==> config.mk <==
export PLATFORM = sky130hd
export DESIGN_NAME = adc_cycle_serial_readout
export DESIGN_NICKNAME = d
export VERILOG_FILES = /design/src/include/adc_cycle_pkg.sv /design/src/logic/adc_cycle_serial_readout.sv /design/src/logic/sample_fifo.sv
export SDC_FILE = /design/constraint.sdc
export NUM_CORES = 1
export LEC_CHECK = 0
export BUFFER_PORTS_ARGS = -buffer_cell sky130_fd_sc_hd__buf_2
export CAP_MARGIN = 20
export CORE_MARGIN = 3
export CORE_UTILIZATION = 47
export CTS_BUF_LIST = sky130_fd_sc_hd__clkbuf_4 sky130_fd_sc_hd__clkbuf_8
export CTS_CLUSTER_DIAMETER = 30
export DETAILED_ROUTE_END_ITERATION = 12
export SYNTH_ARGS = -nofsm -noshare
export SYNTH_HDL_FRONTEND = slang
export SYNTH_HIERARCHICAL = 1
export SYNTH_SLANG_ARGS = --single-unit
==> constraint.sdc <==
create_clock -name i_clk -period 9.7 [get_ports i_clk]
set_input_delay 1.455 -clock i_clk [delete_from_list [all_inputs] [get_ports i_clk]]
set_output_delay 1.455 -clock i_clk [all_outputs]
set_load 0.005 [all_outputs]
==> src/include/adc_cycle_pkg.sv <==
package adc_cycle_pkg;

    // ----------------------------------------
    // clock and oscillator rates
    // ----------------------------------------
    localparam int unsigned CLK_HZ = 200000000;
    localparam int unsigned OSC_HZ_50 = 128000;
    localparam int unsigned OSC_HZ_60 = 153600;
    localparam int unsigned OSC_DIV_50 = CLK_HZ / OSC_HZ_50;
    localparam int unsigned OSC_DIV_60 = CLK_HZ / OSC_HZ_60;
    localparam int unsigned NOTCH_DIVIDE = 2560;
    localparam int unsigned ISCK_DIV = 8;
    localparam int unsigned ISCK_HALF_TICKS = ISCK_DIV / 2;
    localparam int unsigned FREQ_IDLE_CYCLES = 4096;

    // ----------------------------------------
    // conversion and reset timing
    // ----------------------------------------
    localparam int unsigned CONV_OSC_CYCLES = 20510;
    localparam int unsigned POR_TIME_US = 1000;
    localparam int unsigned POR_CYCLES = POR_TIME_US * (CLK_HZ / 1000000);

    // ----------------------------------------
    // output word layout
    // ----------------------------------------
    localparam int unsigned WORD_BITS = 32;
    localparam int unsigned SAMPLE_BITS = 30;
    localparam int unsigned SIGN_POS = 29;
    localparam int unsigned MSB_POS = 28;
    localparam logic [4:0] LAST_FALL = 5'h1f;
    localparam logic [31:0] RESET_WORD = 32'h0000_0000;

    typedef enum logic [1:0] {
        s_por = 2'b00,
        s_convert = 2'b01,
        s_sleep = 2'b10,
        s_output = 2'b11
    } state_type;

endpackage

==> src/logic/adc_cycle_serial_readout.sv <==
`timescale 1ns/1ps
module adc_cycle_serial_readout import adc_cycle_pkg::*; #(
    parameter int unsigned CONV_TICKS = CONV_OSC_CYCLES,
    parameter int unsigned POR_LEN = POR_CYCLES,
    parameter int unsigned FIFO_DEPTH = 4
) (
    input wire logic i_clk,
    input wire logic i_rst,
    input wire logic i_cs_n,
    input wire logic i_sck,
    output logic o_sck,
    output logic o_sck_oe,
    output logic o_sck_pullup,
    output logic o_sdo,
    output logic o_sdo_oe,
    input wire logic i_freq_select_pin,
    input wire logic i_supply_low,
    input wire logic i_sample_valid,
    input wire logic [SAMPLE_BITS-1:0] i_sample,
    output logic o_sample_ready,
    output logic o_ext_sysclk,
    output logic o_over_range,
    output logic o_under_range
);
    state_type state;
    state_type next_state;
    logic cs_m, cs_s, cs_d;
    logic sck_m, sck_s, sck_d;
    logic f_m, f_s, f_d;
    logic low_m, low_s;
    logic cs_rise, cs_fall, f_rise;
    logic ext_active;
    logic [31:0] idle_cnt;
    logic [31:0] div_cnt;
    logic osc_tick;
    logic [31:0] conv_cnt;
    logic [31:0] por_cnt;
    logic conv_done;
    logic int_mode;
    logic int_sck;
    logic [31:0] half_cnt;
    logic int_fall;
    logic sck_fall;
    logic [4:0] bit_cnt;
    logic [WORD_BITS-1:0] shift_word;
    logic fifo_rd_valid;
    logic [SAMPLE_BITS-1:0] fifo_rd_data;

    // ----------------------------------------
    // pin synchronisers
    // ----------------------------------------
    always_ff @(posedge i_clk or posedge i_rst) begin
        if (i_rst) begin
            cs_m <= 1'b1;
            cs_s <= 1'b1;
            cs_d <= 1'b1;
            sck_m <= 1'b1;
            sck_s <= 1'b1;
            sck_d <= 1'b1;
            f_m <= 1'b0;
            f_s <= 1'b0;
            f_d <= 1'b0;
            low_m <= 1'b0;
            low_s <= 1'b0;
        end else begin
            cs_m <= i_cs_n;
            cs_s <= cs_m;
            cs_d <= cs_s;
            sck_m <= i_sck;
            sck_s <= sck_m;
            sck_d <= sck_s;
            f_m <= i_freq_select_pin;
            f_s <= f_m;
            f_d <= f_s;
            low_m <= i_supply_low;
            low_s <= low_m;
        end
    end

    assign cs_rise = cs_s && !cs_d;
    assign cs_fall = !cs_s && cs_d;
    assign f_rise = f_s && !f_d;

    // ----------------------------------------
    // system clock source
    // ----------------------------------------
    always_ff @(posedge i_clk or posedge i_rst) begin
        if (i_rst) begin
            ext_active <= 1'b0;
            idle_cnt <= '0;
        end else if (f_s != f_d) begin
            ext_active <= 1'b1;
            idle_cnt <= '0;
        end else if (idle_cnt == FREQ_IDLE_CYCLES - 1) begin
            ext_active <= 1'b0;
        end else begin
            idle_cnt <= idle_cnt + 1'b1;
        end
    end

    always_ff @(posedge i_clk or posedge i_rst) begin
        if (i_rst) begin
            div_cnt <= '0;
            osc_tick <= 1'b0;
        end else if (ext_active) begin
            div_cnt <= '0;
            osc_tick <= f_rise;
        end else if (div_cnt >= (f_s ? OSC_DIV_50 : OSC_DIV_60) - 1) begin
            div_cnt <= '0;
            osc_tick <= 1'b1;
        end else begin
            div_cnt <= div_cnt + 1'b1;
            osc_tick <= 1'b0;
        end
    end

    // ----------------------------------------
    // operating cycle
    // ----------------------------------------
    assign conv_done = (state == s_convert) && (conv_cnt >= CONV_TICKS) && fifo_rd_valid;
    assign sck_fall = int_mode ? int_fall : (sck_d && !sck_s);

    always_comb begin
        next_state = state;
        unique case (state)
            s_por: begin
                if (por_cnt == '0) begin
                    next_state = s_convert;
                end
            end
            s_convert: begin
                if (conv_done) begin
                    next_state = s_sleep;
                end
            end
            s_sleep: begin
                if (!cs_s) begin
                    next_state = s_output;
                end
            end
            s_output: begin
                if (cs_rise || (sck_fall && bit_cnt == LAST_FALL)) begin
                    next_state = s_convert;
                end
            end
        endcase
    end

    always_ff @(posedge i_clk or posedge i_rst) begin
        if (i_rst) begin
            state <= s_por;
            por_cnt <= POR_LEN - 1;
        end else if (low_s) begin
            state <= s_por;
            por_cnt <= POR_LEN - 1;
        end else begin
            state <= next_state;
            if (state == s_por && por_cnt != '0) begin
                por_cnt <= por_cnt - 1'b1;
            end
        end
    end

    always_ff @(posedge i_clk or posedge i_rst) begin
        if (i_rst) begin
            conv_cnt <= '0;
        end else if (state != s_convert) begin
            conv_cnt <= '0;
        end else if (osc_tick && conv_cnt < CONV_TICKS) begin
            conv_cnt <= conv_cnt + 1'b1;
        end
    end

    // ----------------------------------------
    // clock mode and internal serial clock
    // ----------------------------------------
    always_ff @(posedge i_clk or posedge i_rst) begin
        if (i_rst) begin
            int_mode <= 1'b1;
        end else if ((state == s_por && por_cnt == '0) || cs_fall) begin
            int_mode <= sck_s;
        end
    end

    always_ff @(posedge i_clk or posedge i_rst) begin
        if (i_rst) begin
            int_sck <= 1'b1;
            half_cnt <= '0;
            int_fall <= 1'b0;
        end else if (state != s_output || !int_mode) begin
            int_sck <= 1'b1;
            half_cnt <= '0;
            int_fall <= 1'b0;
        end else if (osc_tick && half_cnt == ISCK_HALF_TICKS - 1) begin
            int_sck <= !int_sck;
            half_cnt <= '0;
            int_fall <= int_sck;
        end else begin
            if (osc_tick) begin
                half_cnt <= half_cnt + 1'b1;
            end
            int_fall <= 1'b0;
        end
    end

    // ----------------------------------------
    // result word and shifting
    // ----------------------------------------
    always_ff @(posedge i_clk or posedge i_rst) begin
        if (i_rst) begin
            shift_word <= RESET_WORD;
            bit_cnt <= '0;
        end else if (state == s_por) begin
            shift_word <= RESET_WORD;
            bit_cnt <= '0;
        end else if (conv_done) begin
            shift_word <= {1'b0, 1'b0, fifo_rd_data};
            bit_cnt <= '0;
        end else if (state == s_output && sck_fall) begin
            shift_word <= {shift_word[WORD_BITS-2:0], 1'b1};
            bit_cnt <= bit_cnt + 1'b1;
        end
    end

    always_ff @(posedge i_clk or posedge i_rst) begin
        if (i_rst) begin
            o_over_range <= 1'b0;
            o_under_range <= 1'b0;
        end else if (state == s_por) begin
            o_over_range <= 1'b0;
            o_under_range <= 1'b0;
        end else if (conv_done) begin
            o_over_range <= fifo_rd_data[SIGN_POS] && fifo_rd_data[MSB_POS];
            o_under_range <= !fifo_rd_data[SIGN_POS] && !fifo_rd_data[MSB_POS];
        end
    end

    // ----------------------------------------
    // pin drivers
    // ----------------------------------------
    always_ff @(posedge i_clk or posedge i_rst) begin
        if (i_rst) begin
            o_sdo <= 1'b1;
            o_sdo_oe <= 1'b0;
        end else begin
            o_sdo_oe <= !cs_s;
            if (state == s_output) begin
                o_sdo <= shift_word[WORD_BITS-1];
            end else begin
                o_sdo <= (state != s_sleep);
            end
        end
    end

    always_ff @(posedge i_clk or posedge i_rst) begin
        if (i_rst) begin
            o_sck <= 1'b1;
            o_sck_oe <= 1'b0;
            o_sck_pullup <= 1'b1;
            o_ext_sysclk <= 1'b0;
        end else begin
            o_sck <= int_sck;
            o_sck_oe <= (state == s_output) && int_mode;
            o_sck_pullup <= int_mode;
            o_ext_sysclk <= ext_active;
        end
    end

    sample_fifo #(
        .WIDTH(SAMPLE_BITS),
        .DEPTH(FIFO_DEPTH)
    ) u_sample_fifo (
        .i_clk(i_clk),
        .i_rst(i_rst),
        .i_wr_valid(i_sample_valid),
        .o_wr_ready(o_sample_ready),
        .i_wr_data(i_sample),
        .o_rd_valid(fifo_rd_valid),
        .i_rd_ready(conv_done),
        .o_rd_data(fifo_rd_data)
    );
endmodule

==> src/logic/sample_fifo.sv <==
`timescale 1ns/1ps
module sample_fifo #(
    parameter int unsigned WIDTH = 30,
    parameter int unsigned DEPTH = 4
) (
    input wire logic i_clk,
    input wire logic i_rst,
    input wire logic i_wr_valid,
    output logic o_wr_ready,
    input wire logic [WIDTH-1:0] i_wr_data,
    output logic o_rd_valid,
    input wire logic i_rd_ready,
    output logic [WIDTH-1:0] o_rd_data
);
    localparam int unsigned AW = (DEPTH > 1) ? $clog2(DEPTH) : 1;
    localparam logic [AW:0] FULL_COUNT = (AW+1)'(DEPTH);

    logic [WIDTH-1:0] mem [DEPTH];
    logic [AW-1:0] wr_ptr;
    logic [AW-1:0] rd_ptr;
    logic [AW:0] count;
    logic [AW:0] next_count;
    logic push;
    logic pop;

    function automatic logic [AW-1:0] bump(input logic [AW-1:0] p);
        bump = (p == AW'(DEPTH - 1)) ? '0 : p + 1'b1;
    endfunction

    assign push = i_wr_valid && o_wr_ready;
    assign pop = i_rd_ready && o_rd_valid;
    assign o_rd_data = mem[rd_ptr];

    always_comb begin
        next_count = count;
        if (push && !pop) begin
            next_count = count + 1'b1;
        end else if (pop && !push) begin
            next_count = count - 1'b1;
        end
    end

    // ----------------------------------------
    // storage and pointers
    // ----------------------------------------
    always_ff @(posedge i_clk) begin
        if (push) begin
            mem[wr_ptr] <= i_wr_data;
        end
    end

    always_ff @(posedge i_clk or posedge i_rst) begin
        if (i_rst) begin
            wr_ptr <= '0;
            rd_ptr <= '0;
        end else begin
            if (push) begin
                wr_ptr <= bump(wr_ptr);
            end
            if (pop) begin
                rd_ptr <= bump(rd_ptr);
            end
        end
    end

    // ----------------------------------------
    // registered flags
    // ----------------------------------------
    always_ff @(posedge i_clk or posedge i_rst) begin
        if (i_rst) begin
            count <= '0;
            o_wr_ready <= 1'b1;
            o_rd_valid <= 1'b0;
        end else begin
            count <= next_count;
            o_wr_ready <= (next_count != FULL_COUNT);
            o_rd_valid <= (next_count != '0);
        end
    end
endmodule

# Yosys cells after proc, flatten, opt, wreduce, memory -nomap -nowiden
# Memory sizes are Yosys's and may differ from the RTL's.
# Cells that the tools add are included.
[word_totals]
latch_bits = 0
ram_bits = 120
in_bits = 37
romBits = 0
out_inout_bits = 9
wordCells = 158
n_memories = 1
ff_bits = 232
[memory_table]
columns = ["memory", "depth", "word_bits", "rd", "rd_clocked_by_memory_dff", "write_ports", "line_no", "rtl"]
rows = [
  ["u_sample_fifo.mem", 4, 30, 1, 0, 1, "sample_fifo.sv:18", "logic [WIDTH-1:0] mem [DEPTH];"],
]
[classes]
div_mod_pow = 0
muxes = 44
bitwise_logic = 0
shifts = 0
n_reduce_logical = 44
order_cmp = 3
n_addsub = 11
n_eq_ne = 18
multipliers = 0
[op_table]
columns = ["cell", "n"]
rows = [
  ["$mux W32", 14],
  ["$add A32 B1 Y32 const B", 4],
  ["$eq A32 B12 Y1 const B", 1],
  ["$eq A32 B2 Y1 const B", 1],
  ["$ge A32 B15 Y1 const B", 1],
  ["$ge A32 B32 Y1", 1],
  ["$logic_not A32 Y1", 1],
  ["$lt A32 B15 Y1 const B", 1],
  ["$reduce_bool A32 Y1", 1],
  ["$sub A32 B1 Y32 const B", 1],
  ["$logic_and A1 B1 Y1", 19],
  ["$mux W1", 16],
  ["$mux W5", 3],
  ["$mux W2", 7],
  ["$ne A3 B3 Y1 const B", 4],
  ["$sub A11 B1 Y12 const B", 1],
  ["$logic_not A1 Y1", 10],
  ["$mux W10", 1],
  ["$reduce_bool A2 Y1", 5],
  ["$reduce_bool A3 Y1", 3],
  ["$eq A2 B2 Y1 const B", 4],
  ["$pmux W2 S4", 1],
  ["$mux W3", 2],
  ["$ne A2 B2 Y1 const B", 3],
  ["other kinds (12)", 15],
]

# Logic depth before layout (Yosys ltp)
# Gate-level depths: netlist of run 1.
[logic_depth]
depth_word = 8
ltp_mapped = 13
depth_no_buf = 11

# Hierarchy
# Netlist of run 1, hierarchy kept.
[by_module_without_submodules]
columns = ["module", "cells_each", "seq_area_each_um2", "n_inst", "area_each_um2"]
rows = [
  ["adc_cycle_serial_readout", 979, 5607.9, 1, 10317.4],
  ["sample_fifo", 209, 3829.9, 1, 4872.2],
]

# Least setup slack after synthesis of run 1
# No wires, ideal clock.
[synth_timing]
path_type = "reg-to-reg"
from = "register por_cnt[22]"
to = "register state[1]"
path_stages_with_launch = 9
arrival_ps = 2703
path_slack_ps = 6918
required_time_ps = 9621
path_buffers = 2
setup_time_ps = 79
synth_period_minus_slack_ps = 2782
cell_sequence = "dfrtp_1 > or4_4 > or4_4 > buf_6 > or3_4 > buf_6 > a221o_1 > a21oi_1 > mux2i_1"
[synth_via]
elab_chain_len = 3
[synth_rtl]
columns = ["element", "line_no", "rtl"]
rows = [
  ["from (decl)", "adc_cycle_serial_readout.sv:37", "logic [31:0] por_cnt;"],
  ["from (signal assigned)", "adc_cycle_serial_readout.sv:152", "por_cnt <= POR_LEN - 1;"],
  ["from (signal assigned)", "adc_cycle_serial_readout.sv:155", "por_cnt <= POR_LEN - 1;"],
  ["from (signal assigned)", "adc_cycle_serial_readout.sv:159", "por_cnt <= por_cnt - 1'b1;"],
  ["$logic_not A32 Y1", "adc_cycle_serial_readout.sv:127", "if (por_cnt == '0) begin"],
  ["$ne A3 B3 Y1 (no source line)", "n/a", ""],
  ["$reduce_and A4 Y1 (no source line)", "n/a", ""],
  ["to (signal assigned)", "adc_cycle_serial_readout.sv:151", "state <= s_por;"],
  ["to (signal assigned)", "adc_cycle_serial_readout.sv:154", "state <= s_por;"],
  ["to (signal assigned)", "adc_cycle_serial_readout.sv:157", "state <= next_state;"],
  ["to (decl)", "adc_cycle_serial_readout.sv:25", "state_type state;"],
]
# Every way passes these cells.
# A chain may end at the register's enable or synchronous reset.

# Worst setup path in the final report of run 1
[layout_timing]
from = "register conv_cnt[8]"
to = "register u_sample_fifo.o_rd_valid"
[layout_via]
elab_chain_len = 8
word_cells_on_any_way = 10
cone_classes = "order compare: 1; mux: 2; reduce/logical: 7"
[layout_rtl]
columns = ["element", "line_no", "rtl"]
rows = [
  ["from (decl)", "adc_cycle_serial_readout.sv:36", "logic [31:0] conv_cnt;"],
  ["from (signal assigned)", "adc_cycle_serial_readout.sv:170", "conv_cnt <= conv_cnt + 1'b1;"],
  ["$ge A32 B15 Y1 (*)", "adc_cycle_serial_readout.sv:120", "assign conv_done = (state == s_convert) && (conv_cnt >= CONV_TICKS) && fifo_rd_valid;"],
  ["$logic_and A1 B1 Y1 (*) (2 in series)", "adc_cycle_serial_readout.sv:120", ""],
  ["via conv_done", "adc_cycle_serial_readout.sv:38", "logic conv_done;"],
  ["$logic_and A1 B1 Y1 (*)", "sample_fifo.sv:31", "assign pop = i_rd_ready && o_rd_valid;"],
  ["$logic_and A1 B1 Y1 or $logic_not A1 Y1 (tied branches)", "sample_fifo.sv:38, sample_fifo.sv:36", ""],
  ["$mux W3 or $logic_and A1 B1 Y1 (tied branches)", "sample_fifo.sv:38, sample_fifo.sv:36", ""],
  ["$mux W3 (*)", "sample_fifo.sv:36", "if (push && !pop) begin"],
  ["$reduce_bool A3 Y1 (*)", "sample_fifo.sv:77", "o_rd_valid <= (next_count != '0);"],
  ["to (signal assigned)", "sample_fifo.sv:77", ""],
  ["to (decl)", "sample_fifo.sv:11", "output logic o_rd_valid,"],
]
# The timed path passes the listed nets; every way through them passes the cells marked *.

==> results of run 1 <==
## cells in the final DEF, fill, tap and decap left out, types with 21 or more instances in the layout
cell type / netlist / routed
sky130_fd_sc_hd__xnor2_1: 59 / 59
sky130_fd_sc_hd__xor2_1: 58 / 58
sky130_fd_sc_hd__nand2_1: 49 / 48
sky130_fd_sc_hd__nand4_1: 30 / 30
sky130_fd_sc_hd__nor2_1: 134 / 134
sky130_fd_sc_hd__a211oi_1: 35 / 35
sky130_fd_sc_hd__buf_2: 5 / 46
sky130_fd_sc_hd__nor3_1: 21 / 21
sky130_fd_sc_hd__mux4_2: 30 / 30
sky130_fd_sc_hd__edfxtp_1: 120 / 120
sky130_fd_sc_hd__nor4_1: 43 / 43
sky130_fd_sc_hd__nand3_1: 46 / 46
sky130_fd_sc_hd__and2_1: 49 / 49
sky130_fd_sc_hd__inv_1: 31 / 30
sky130_fd_sc_hd__dfstp_2: 23 / 23
sky130_fd_sc_hd__ha_1: 26 / 26
sky130_fd_sc_hd__dfrtp_1: 209 / 208
sky130_fd_sc_hd__clkbuf_8: 0 / 91
sky130_fd_sc_hd__mux2i_1: 37 / 37
## worst register-to-register path: stages, from the launching register on
cell and delay, ns:
sky130_fd_sc_hd__dfrtp_1 0.43, sky130_fd_sc_hd__nor4_1 0.34, sky130_fd_sc_hd__o211ai_1 0.19, sky130_fd_sc_hd__o31ai_1 0.40, sky130_fd_sc_hd__or2_2 0.18, sky130_fd_sc_hd__buf_4 0.50, sky130_fd_sc_hd__inv_1 0.19, sky130_fd_sc_hd__and2_1 0.28
sky130_fd_sc_hd__or4_1 0.42, sky130_fd_sc_hd__o311ai_1 0.11, sky130_fd_sc_hd__nand2b_1 0.08
## layer usage
metal	routed length [um]	up-vias
li1	-	4479
met4	699	2
met2	12600	141
met5	7	-
met1	13400	4426
met3	1050	62
## synthesized netlist by cell type (3+ instances only)
| cell | n |
|---|---|
| sky130_fd_sc_hd__nor3b_1 | 3 |
| sky130_fd_sc_hd__nand2_1 | 49 |
| sky130_fd_sc_hd__buf_2 | 5 |
| sky130_fd_sc_hd__or4_1 | 5 |
| sky130_fd_sc_hd__dfstp_2 | 23 |
| sky130_fd_sc_hd__and3_2 | 4 |
| sky130_fd_sc_hd__nand3_1 | 46 |
| sky130_fd_sc_hd__xnor2_1 | 59 |
| sky130_fd_sc_hd__ha_1 | 26 |
| sky130_fd_sc_hd__nor2_1 | 134 |
| sky130_fd_sc_hd__buf_1 | 5 |
| sky130_fd_sc_hd__clkbuf_1 | 34 |
| sky130_fd_sc_hd__o211ai_1 | 4 |
| sky130_fd_sc_hd__o31ai_1 | 3 |
| sky130_fd_sc_hd__nand4_1 | 30 |
| sky130_fd_sc_hd__and3_1 | 20 |
| sky130_fd_sc_hd__edfxtp_1 | 120 |
| sky130_fd_sc_hd__a211oi_1 | 35 |
| sky130_fd_sc_hd__mux2i_1 | 37 |
| sky130_fd_sc_hd__xor2_1 | 58 |
| sky130_fd_sc_hd__dfrtp_1 | 209 |
| sky130_fd_sc_hd__inv_1 | 31 |
| sky130_fd_sc_hd__o2111ai_1 | 3 |
| sky130_fd_sc_hd__a21oi_1 | 13 |
| sky130_fd_sc_hd__nor4b_1 | 6 |
| sky130_fd_sc_hd__mux4_2 | 30 |
| sky130_fd_sc_hd__nor3_1 | 21 |
| sky130_fd_sc_hd__mux2_2 | 3 |
| sky130_fd_sc_hd__nand2b_1 | 20 |
| sky130_fd_sc_hd__nor4_1 | 43 |
| sky130_fd_sc_hd__and4_1 | 6 |
| sky130_fd_sc_hd__a21boi_0 | 3 |
| sky130_fd_sc_hd__and2_1 | 49 |
| sky130_fd_sc_hd__o21ai_0 | 8 |
| sky130_fd_sc_hd__nor2b_1 | 5 |
| sky130_fd_sc_hd__or3_1 | 11 |
## registers in the layout, indices dropped and copies added (netlist names), 2 cells and up
register	cells
bit_cnt	5
u_sample_fifo/count	3
div_cnt	32
state	2
half_cnt	32
shift_word	32
conv_cnt	32
u_sample_fifo/rd_ptr	2
idle_cnt	32
u_sample_fifo/mem	120
u_sample_fifo/wr_ptr	2
por_cnt	32
## metrics by stage
step	hold slack, ns	util	std cells	total power (W)	cell area, sq um
after global placement	0.341	0.500	1615	0.00208	15900
after global routing	0.363	0.556	1754	0.00395	17600
after detailed placement	0.342	0.500	1617	0.00209	15900
final	0.354	0.556	1754	0.00378	17600
after floorplan	0.331	-	1207	0.00198	15300
after CTS	0.355	0.554	1752	0.00384	17600
## cells by family after synthesis
group	count (synthesis)	synth area share
AND/OR/NAND/NOR	464	0.161
flip-flops	352	0.621
XOR/XNOR	117	0.0675
AO/OA/AOI/OAI	79	0.0362
buffers and inverters	79	0.0214
multiplexers	70	0.0711
adder cells (fa/ha/maj)	26	0.0214
other	1	0.000247
## area by class of cell
class,count,area share
clock buffer,106,0.0775
clock inverter,29,0.0186
inverter,31,0.00703
multi-input combinational,776,0.312
sequential,352,0.536
tap,402,0.0285
timing repair buffer,58,0.0205
## where the power goes
part | internal, W | leakage [nW] | switching [W]
clock network | 0.00107 | 0.872 | 0.000644
registers | 0.00170 | 4.17 | 0.0000518
logic | 0.000103 | 2.25 | 0.000209
## worst paths after layout
path | slack (ns) | to | cells past startpoint
min | 0.35 | cs_s | 0
max reg2reg | 6.44 | u_sample_fifo/o_rd_valid | 10
max in group asynchronous | 6.99 | idle_cnt[13] | 4
min in group asynchronous | 0.87 | conv_cnt[28] | 2
min reg2reg | 0.35 | cs_s | 0
max | 6.44 | u_sample_fifo/o_rd_valid | 10
==> flow_summary.toml, run 1 <==
[run_status]
outcome = "finished clean"

[worst_setup_path]
worstSetupPathType = "reg -> reg"
largest_stage_delay_worst_path_ns = 0.50
cp_top_family = "simple AND/OR/NAND/NOR gates"
worst-endpoint-arrival_ns = 3.72
timing.critical_path.cells = "nor4_1 -> o211ai_1 -> o31ai_1 -> or2_2 -> buf_4 -> inv_1 -> and2_1 -> or4_1 -> o311ai_1 -> nand2b_1"
critPathLaunch = "conv_cnt[8]"
timing.critical_path.to_type = "register"
timing.critical_path.required_ns = 10.16
critical_path.startpoint_type = "register"
timing.critical_path.fanout_max = 65
worst_path_max_delay_cell = "sky130_fd_sc_hd__buf_4"
worst_r2r_startpoint = "conv_cnt[8]"
buffers_and_inverters_on_the_worst_path = 2

[timing]
setup_slack_after_layout_ns = 6.44
achievable-frequency_mhz = 307
final.setup_skew_ns = 0.0294
timing.final.hold_violations = 0
aggregate_negative_setup_slack_ns = 0
slew-limit-headroom = 0.300
setup_viol_count_final = 0
timing_worst_slew_pin_value_ns = 1.05
layout_worst_path_cycle_share = 0.336
slew_viol_final = 0
period_minus_slack_ns = 3.26
setup_repair_after_global_routing_missed_its_margin = "no"

[layout]
multi_input_comb_area_sq_um = 5500
area.sequential_sq_um = 9440
design.final.nets = 1356
drive_gt1_frac = 0.192
number_of_filler_instances_in_the_final_layout = 2668
insertedDiodeCount = 0
syn2layout_area_growth_pct = 16.0

[grt]
groute.layer.met2.usage = 0.254
number_of_antenna_violations_at_the_first_check_in_global_routing = 1
gr-usage-met3 = 0.0360
global_route.peak_usage_layer = "met2"
overflow = 0
grt_use_total = 0.167
grt_pass1_vias = 9387
grt_start_max_net_pins = 147
groute.layer.met1.usage = 0.237
grt_pass1_wl_um = 46700

[worst_hold_path]
worstHoldPathType = "reg -> reg"
hp-start = "cs_m"

[place]
globalplace.congestion = 0.746
hpwlAfterDp_um = 16500
preCtsSetupSlack_ns = 6.28
place.port_buffers = 45

[route]
drt-initial-drc-count = 552
route.antenna.remaining_nets = 0
route.final.wire_length_um = 27700
remaining_routing_drc_violations = 0
vias = 9110
drt-vias-per-instance = 5.19
routedWlPerCell_um = 15.8
firstDrtPassIters = 4

[synth]
yosys_warnings = 6
synth-edff-count = 120
flop_and_latch_count_out_of_synthesis = 352
ys.flop_type = "sky130_fd_sc_hd__dfrtp_1"
proportion_of_register_bits_with_asynchronous_set_or_reset_after_synthesis = 0.659
yosysUniqueCellTypes = 57
synth.area.top_cells = "sky130_fd_sc_hd__dfrtp_1, sky130_fd_sc_hd__edfxtp_1, sky130_fd_sc_hd__mux4_2"
synthesized_cell_area_sq_um = 15200
synthesis.area_per_instance_sq_um = 12.8
synth.yosys.seq_area_share = 0.621
post-synth-top-area-fraction = 0.344
synthesis.instances = 1188
synth_area_leader_cell = "sky130_fd_sc_hd__dfrtp_1"

[floorplan]
std_cell_rows = 65
die_area_sq_um = 34500
core-area_sq_um = 31700
io_pins = 46
die_width_um = 186
die_h_um = 186
initial_utilization = 0.479

[pwr]
p_leak_nw = 7.30
power.density_cell_area_nw_per_um2 = 215
vdd_drop_max_mv = 0.148

[clock_network]
cts-htree-levels = 3
cts_buffer_depth = 3
post_cts_buffers = 0
latest_clock_arrival_within_the_worst_skew_pair_ns = 0.58
clk_transition_reported_paths_ns = 0.06
clkSinkCount = 352
cts_tree = "yes"
cts_root_buffer = "sky130_fd_sc_hd__clkbuf_8"
cts-resized-gates = 0
postCtsHoldBufs = 0
cts_buffers = 74

[run]
max-cap-violations = 0
(Power assumes the default switching activity.)
==> run 2: changes to the inputs <==
--- a/config.mk
+++ b/config.mk
@@ -5,6 +5,7 @@
 export SDC_FILE = /design/constraint.sdc
 export NUM_CORES = 1
 export LEC_CHECK = 0
+export ABC_AREA = 1
 export BUFFER_PORTS_ARGS = -buffer_cell sky130_fd_sc_hd__buf_2
 export CAP_MARGIN = 20
 export CORE_MARGIN = 3
@@ -12,6 +13,7 @@
 export CTS_BUF_LIST = sky130_fd_sc_hd__clkbuf_4 sky130_fd_sc_hd__clkbuf_8
 export CTS_CLUSTER_DIAMETER = 30
 export DETAILED_ROUTE_END_ITERATION = 12
+export PLACE_DENSITY = 0.65
 export SYNTH_ARGS = -nofsm -noshare
 export SYNTH_HDL_FRONTEND = slang
 export SYNTH_HIERARCHICAL = 1
==> constraint.sdc (replaced) <==
create_clock -name i_clk -period 2.95 [get_ports i_clk]
set_input_delay 0.4425 -clock i_clk [delete_from_list [all_inputs] [get_ports i_clk]]
set_output_delay 0.4425 -clock i_clk [all_outputs]
set_load 0.005 [all_outputs]
==> flow_summary.toml, run 2 <==
[run_status]
outcome = "finished clean"

[layout]
insertedDiodeCount = 0
postLayoutCoreUtil = 0.560
drive_gt1_frac = 0.140
fin_area_sq_um = 19400
mostFrequentLayoutCell = "sky130_fd_sc_hd__nand2_1"
layout.cells.non_filler = 2515
largest_register = "u_sample_fifo/mem"
most-common-layout-cells = "sky130_fd_sc_hd__nand2_1, sky130_fd_sc_hd__nor2_1, sky130_fd_sc_hd__dfrtp_1, sky130_fd_sc_hd__inv_1, sky130_fd_sc_hd__o21ai_0"
largest_register_ffs = 120
design.final.nets = 2058
syn2layout_area_growth_pct = 17.2

[pwr]
share_comb_of_total_power = 0.119
p_seq_frac = 0.431
vdd_drop_max_mv = 0.621
p_int_w = 0.00982
power_switching_share = 0.264
p_leak_nw = 8.60
power.density_cell_area_nw_per_um2 = 688
power_frac_clock = 0.450
power.net_switching_w = 0.00353

[synth]
ys.flop_type = "sky130_fd_sc_hd__dfrtp_1"
synthesis.area_per_instance_sq_um = 8.90
ys_top_cells_by_count = "sky130_fd_sc_hd__nand2_1, sky130_fd_sc_hd__nor2_1, sky130_fd_sc_hd__dfrtp_1, sky130_fd_sc_hd__inv_1, sky130_fd_sc_hd__o21ai_0"
synth.most_common_cell = "sky130_fd_sc_hd__nand2_1"
synth_area_leader_cell = "sky130_fd_sc_hd__dfrtp_1"
synth.yosys.seq_area_share = 0.570
proportion_of_register_bits_with_asynchronous_set_or_reset_after_synthesis = 0.659
post-synth-top-area-fraction = 0.316
synthesis.instances = 1861
synth-edff-count = 120
synth.area.top_cells = "sky130_fd_sc_hd__dfrtp_1, sky130_fd_sc_hd__edfxtp_1, sky130_fd_sc_hd__nand2_1"
flop_and_latch_count_out_of_synthesis = 352
yosysUniqueCellTypes = 51
yosys_warnings = 6
synthesized_cell_area_sq_um = 16600

[route]
route.antenna.remaining_nets = 0
remaining_routing_drc_violations = 0
routedWlPerCell_um = 14.1
firstDrtPassIters = 8
drt-initial-drc-count = 823
drt-vias-per-instance = 5.10
vias = 12826
route.final.wire_length_um = 35500

[timing]
setup_viol_count_final = 0
slew_viol_final = 0
timing_worst_slew_pin_value_ns = 0.637
period_minus_slack_ns = 2.26
timing.final.hold_violations = 0
setup_repair_after_global_routing_missed_its_margin = "no"
layout_worst_path_cycle_share = 0.767
final.setup_skew_ns = 0.0298
slew-limit-headroom = 0.575
achievable-frequency_mhz = 442

[place]
globalplace.congestion = 0.898
post_dp_cell_area_sq_um = 17400
hpwlAfterDp_um = 23400
place.port_buffers = 45
cell_count_post_placement = 2352

[clock_network]
cts-resized-gates = 0
cts_buffers = 80
cts_buffer_depth = 3
clkSinkCount = 352
cts_tree = "yes"
clk_transition_reported_paths_ns = 0.06
latest_clock_arrival_within_the_worst_skew_pair_ns = 0.62
cts-htree-levels = 3
cts_root_buffer = "sky130_fd_sc_hd__clkbuf_8"

[grt]
grt_pass1_wl_um = 60400
number_of_antenna_violations_at_the_first_check_in_global_routing = 0
grt_use_total = 0.192
grt_start_max_net_pins = 63
overflow = 0
grt_pass1_vias = 12675

[worst_setup_path]
critical_path.startpoint_type = "register"
timing.critical_path.fanout_max = 14
timing.critical_path.required_ns = 3.46
timing.critical_path.to_type = "register"
worstSetupPathType = "reg -> reg"
worst-r2r-setup-slack_ns = 0.69
worst-endpoint-arrival_ns = 2.77

[floorplan]
std_cell_rows = 68
io_pins = 46
core-area_sq_um = 34600
die_area_sq_um = 37500
initial_utilization = 0.478
die_h_um = 194
die_width_um = 194

[worst_hold_path]
worstHoldPathType = "in -> reg"

[run]
max-cap-violations = 0
[run 2: what timing repair did]
item                      in CTS  in global routing
buffers inserted               0                  0
hold buffers                  16                  0
hold endpoints to repair      73                  0
[run 2: kinds of logic after synthesis]
kind of cell / count (synthesis) / synth area share
other: 1 / 0.000226
flip-flops: 352 / 0.570
XOR/XNOR: 39 / 0.0206
buffers and inverters: 242 / 0.0598
AND/OR/NAND/NOR: 984 / 0.259
adder cells (fa/ha/maj): 26 / 0.0196
AO/OA/AOI/OAI: 217 / 0.0707
[run 2: worst paths after layout]
| kind | from | endpoint | cells past startpoint |
|---|---|---|---|
| worst max-delay path | por_cnt[0] | por_cnt[16] | 12 |
| worst min-delay path | i_sample[0] | u_sample_fifo/mem[0][0] | 1 |
| worst max register to register | por_cnt[0] | por_cnt[16] | 12 |
| worst min register to register | cs_m | cs_s | 0 |
| max in group asynchronous | i_rst | div_cnt[1] | 5 |
| min in group asynchronous | i_rst | u_sample_fifo/rd_ptr[1] | 3 |
[run 2: power groups by stage]
stage / combinational [W] / clock (W) / sequential, W
CTS: 0.00161 / 0.00619 / 0.00575
finish: 0.00158 / 0.00601 / 0.00575
floorplan: 0.00111 / 0 / 0.00582
global route: 0.00179 / 0.00643 / 0.00579
global placement: 0.00155 / 0 / 0.00582
detailed placement: 0.00159 / 0 / 0.00584
[run 2: routing by layer]
metal,up-vias,global-route usage,wire (um)
li1,6425,-,-
met1,6066,0.259,16700
met2,263,0.308,16500
met3,72,0.0360,1480
met4,0,0.0761,835
met5,-,0,0
[run 2: area by class of cell]
type,count,area [sq um]
Inverter,188,722
Multi-Input combinational cell,1286,6210
Sequential cell,352,9440
Clock buffer,111,1400
Clock inverter,36,403
Timing Repair Buffer,87,656
Tap cell,455,569
Fill cell,3092,15200
[run 2: per-stage QoR]
| step | hold WS, ns | setup TNS, ns | worst slack [ns] | power [W] |
|---|---|---|---|---|
| floorplan | 0.270 | -77.30 | -0.385 | 0.00692 |
| global placement | 0.338 | 0 | 0.778 | 0.00737 |
| detailed placement | 0.338 | 0 | 0.691 | 0.00743 |
| CTS | 0.0000406 | 0 | 0.666 | 0.0136 |
| global route | 0.0208 | 0 | 0.417 | 0.0140 |
| finish | 0.0510 | 0 | 0.688 | 0.0133 |
[run 2: worst max-delay path, cell delays in order, from the launching register on]
cell and delay [ns]:
sky130_fd_sc_hd__dfstp_2 0.53, sky130_fd_sc_hd__inv_1 0.05, sky130_fd_sc_hd__ha_1 0.20, sky130_fd_sc_hd__nand3_1 0.12, sky130_fd_sc_hd__inv_1 0.07, sky130_fd_sc_hd__nand2_2 0.10, sky130_fd_sc_hd__nor2_1 0.06, sky130_fd_sc_hd__nand2_1 0.13
sky130_fd_sc_hd__nand2_2 0.08, sky130_fd_sc_hd__inv_1 0.35, sky130_fd_sc_hd__nand2_1 0.12, sky130_fd_sc_hd__or2_2 0.29, sky130_fd_sc_hd__nand3_1 0.07
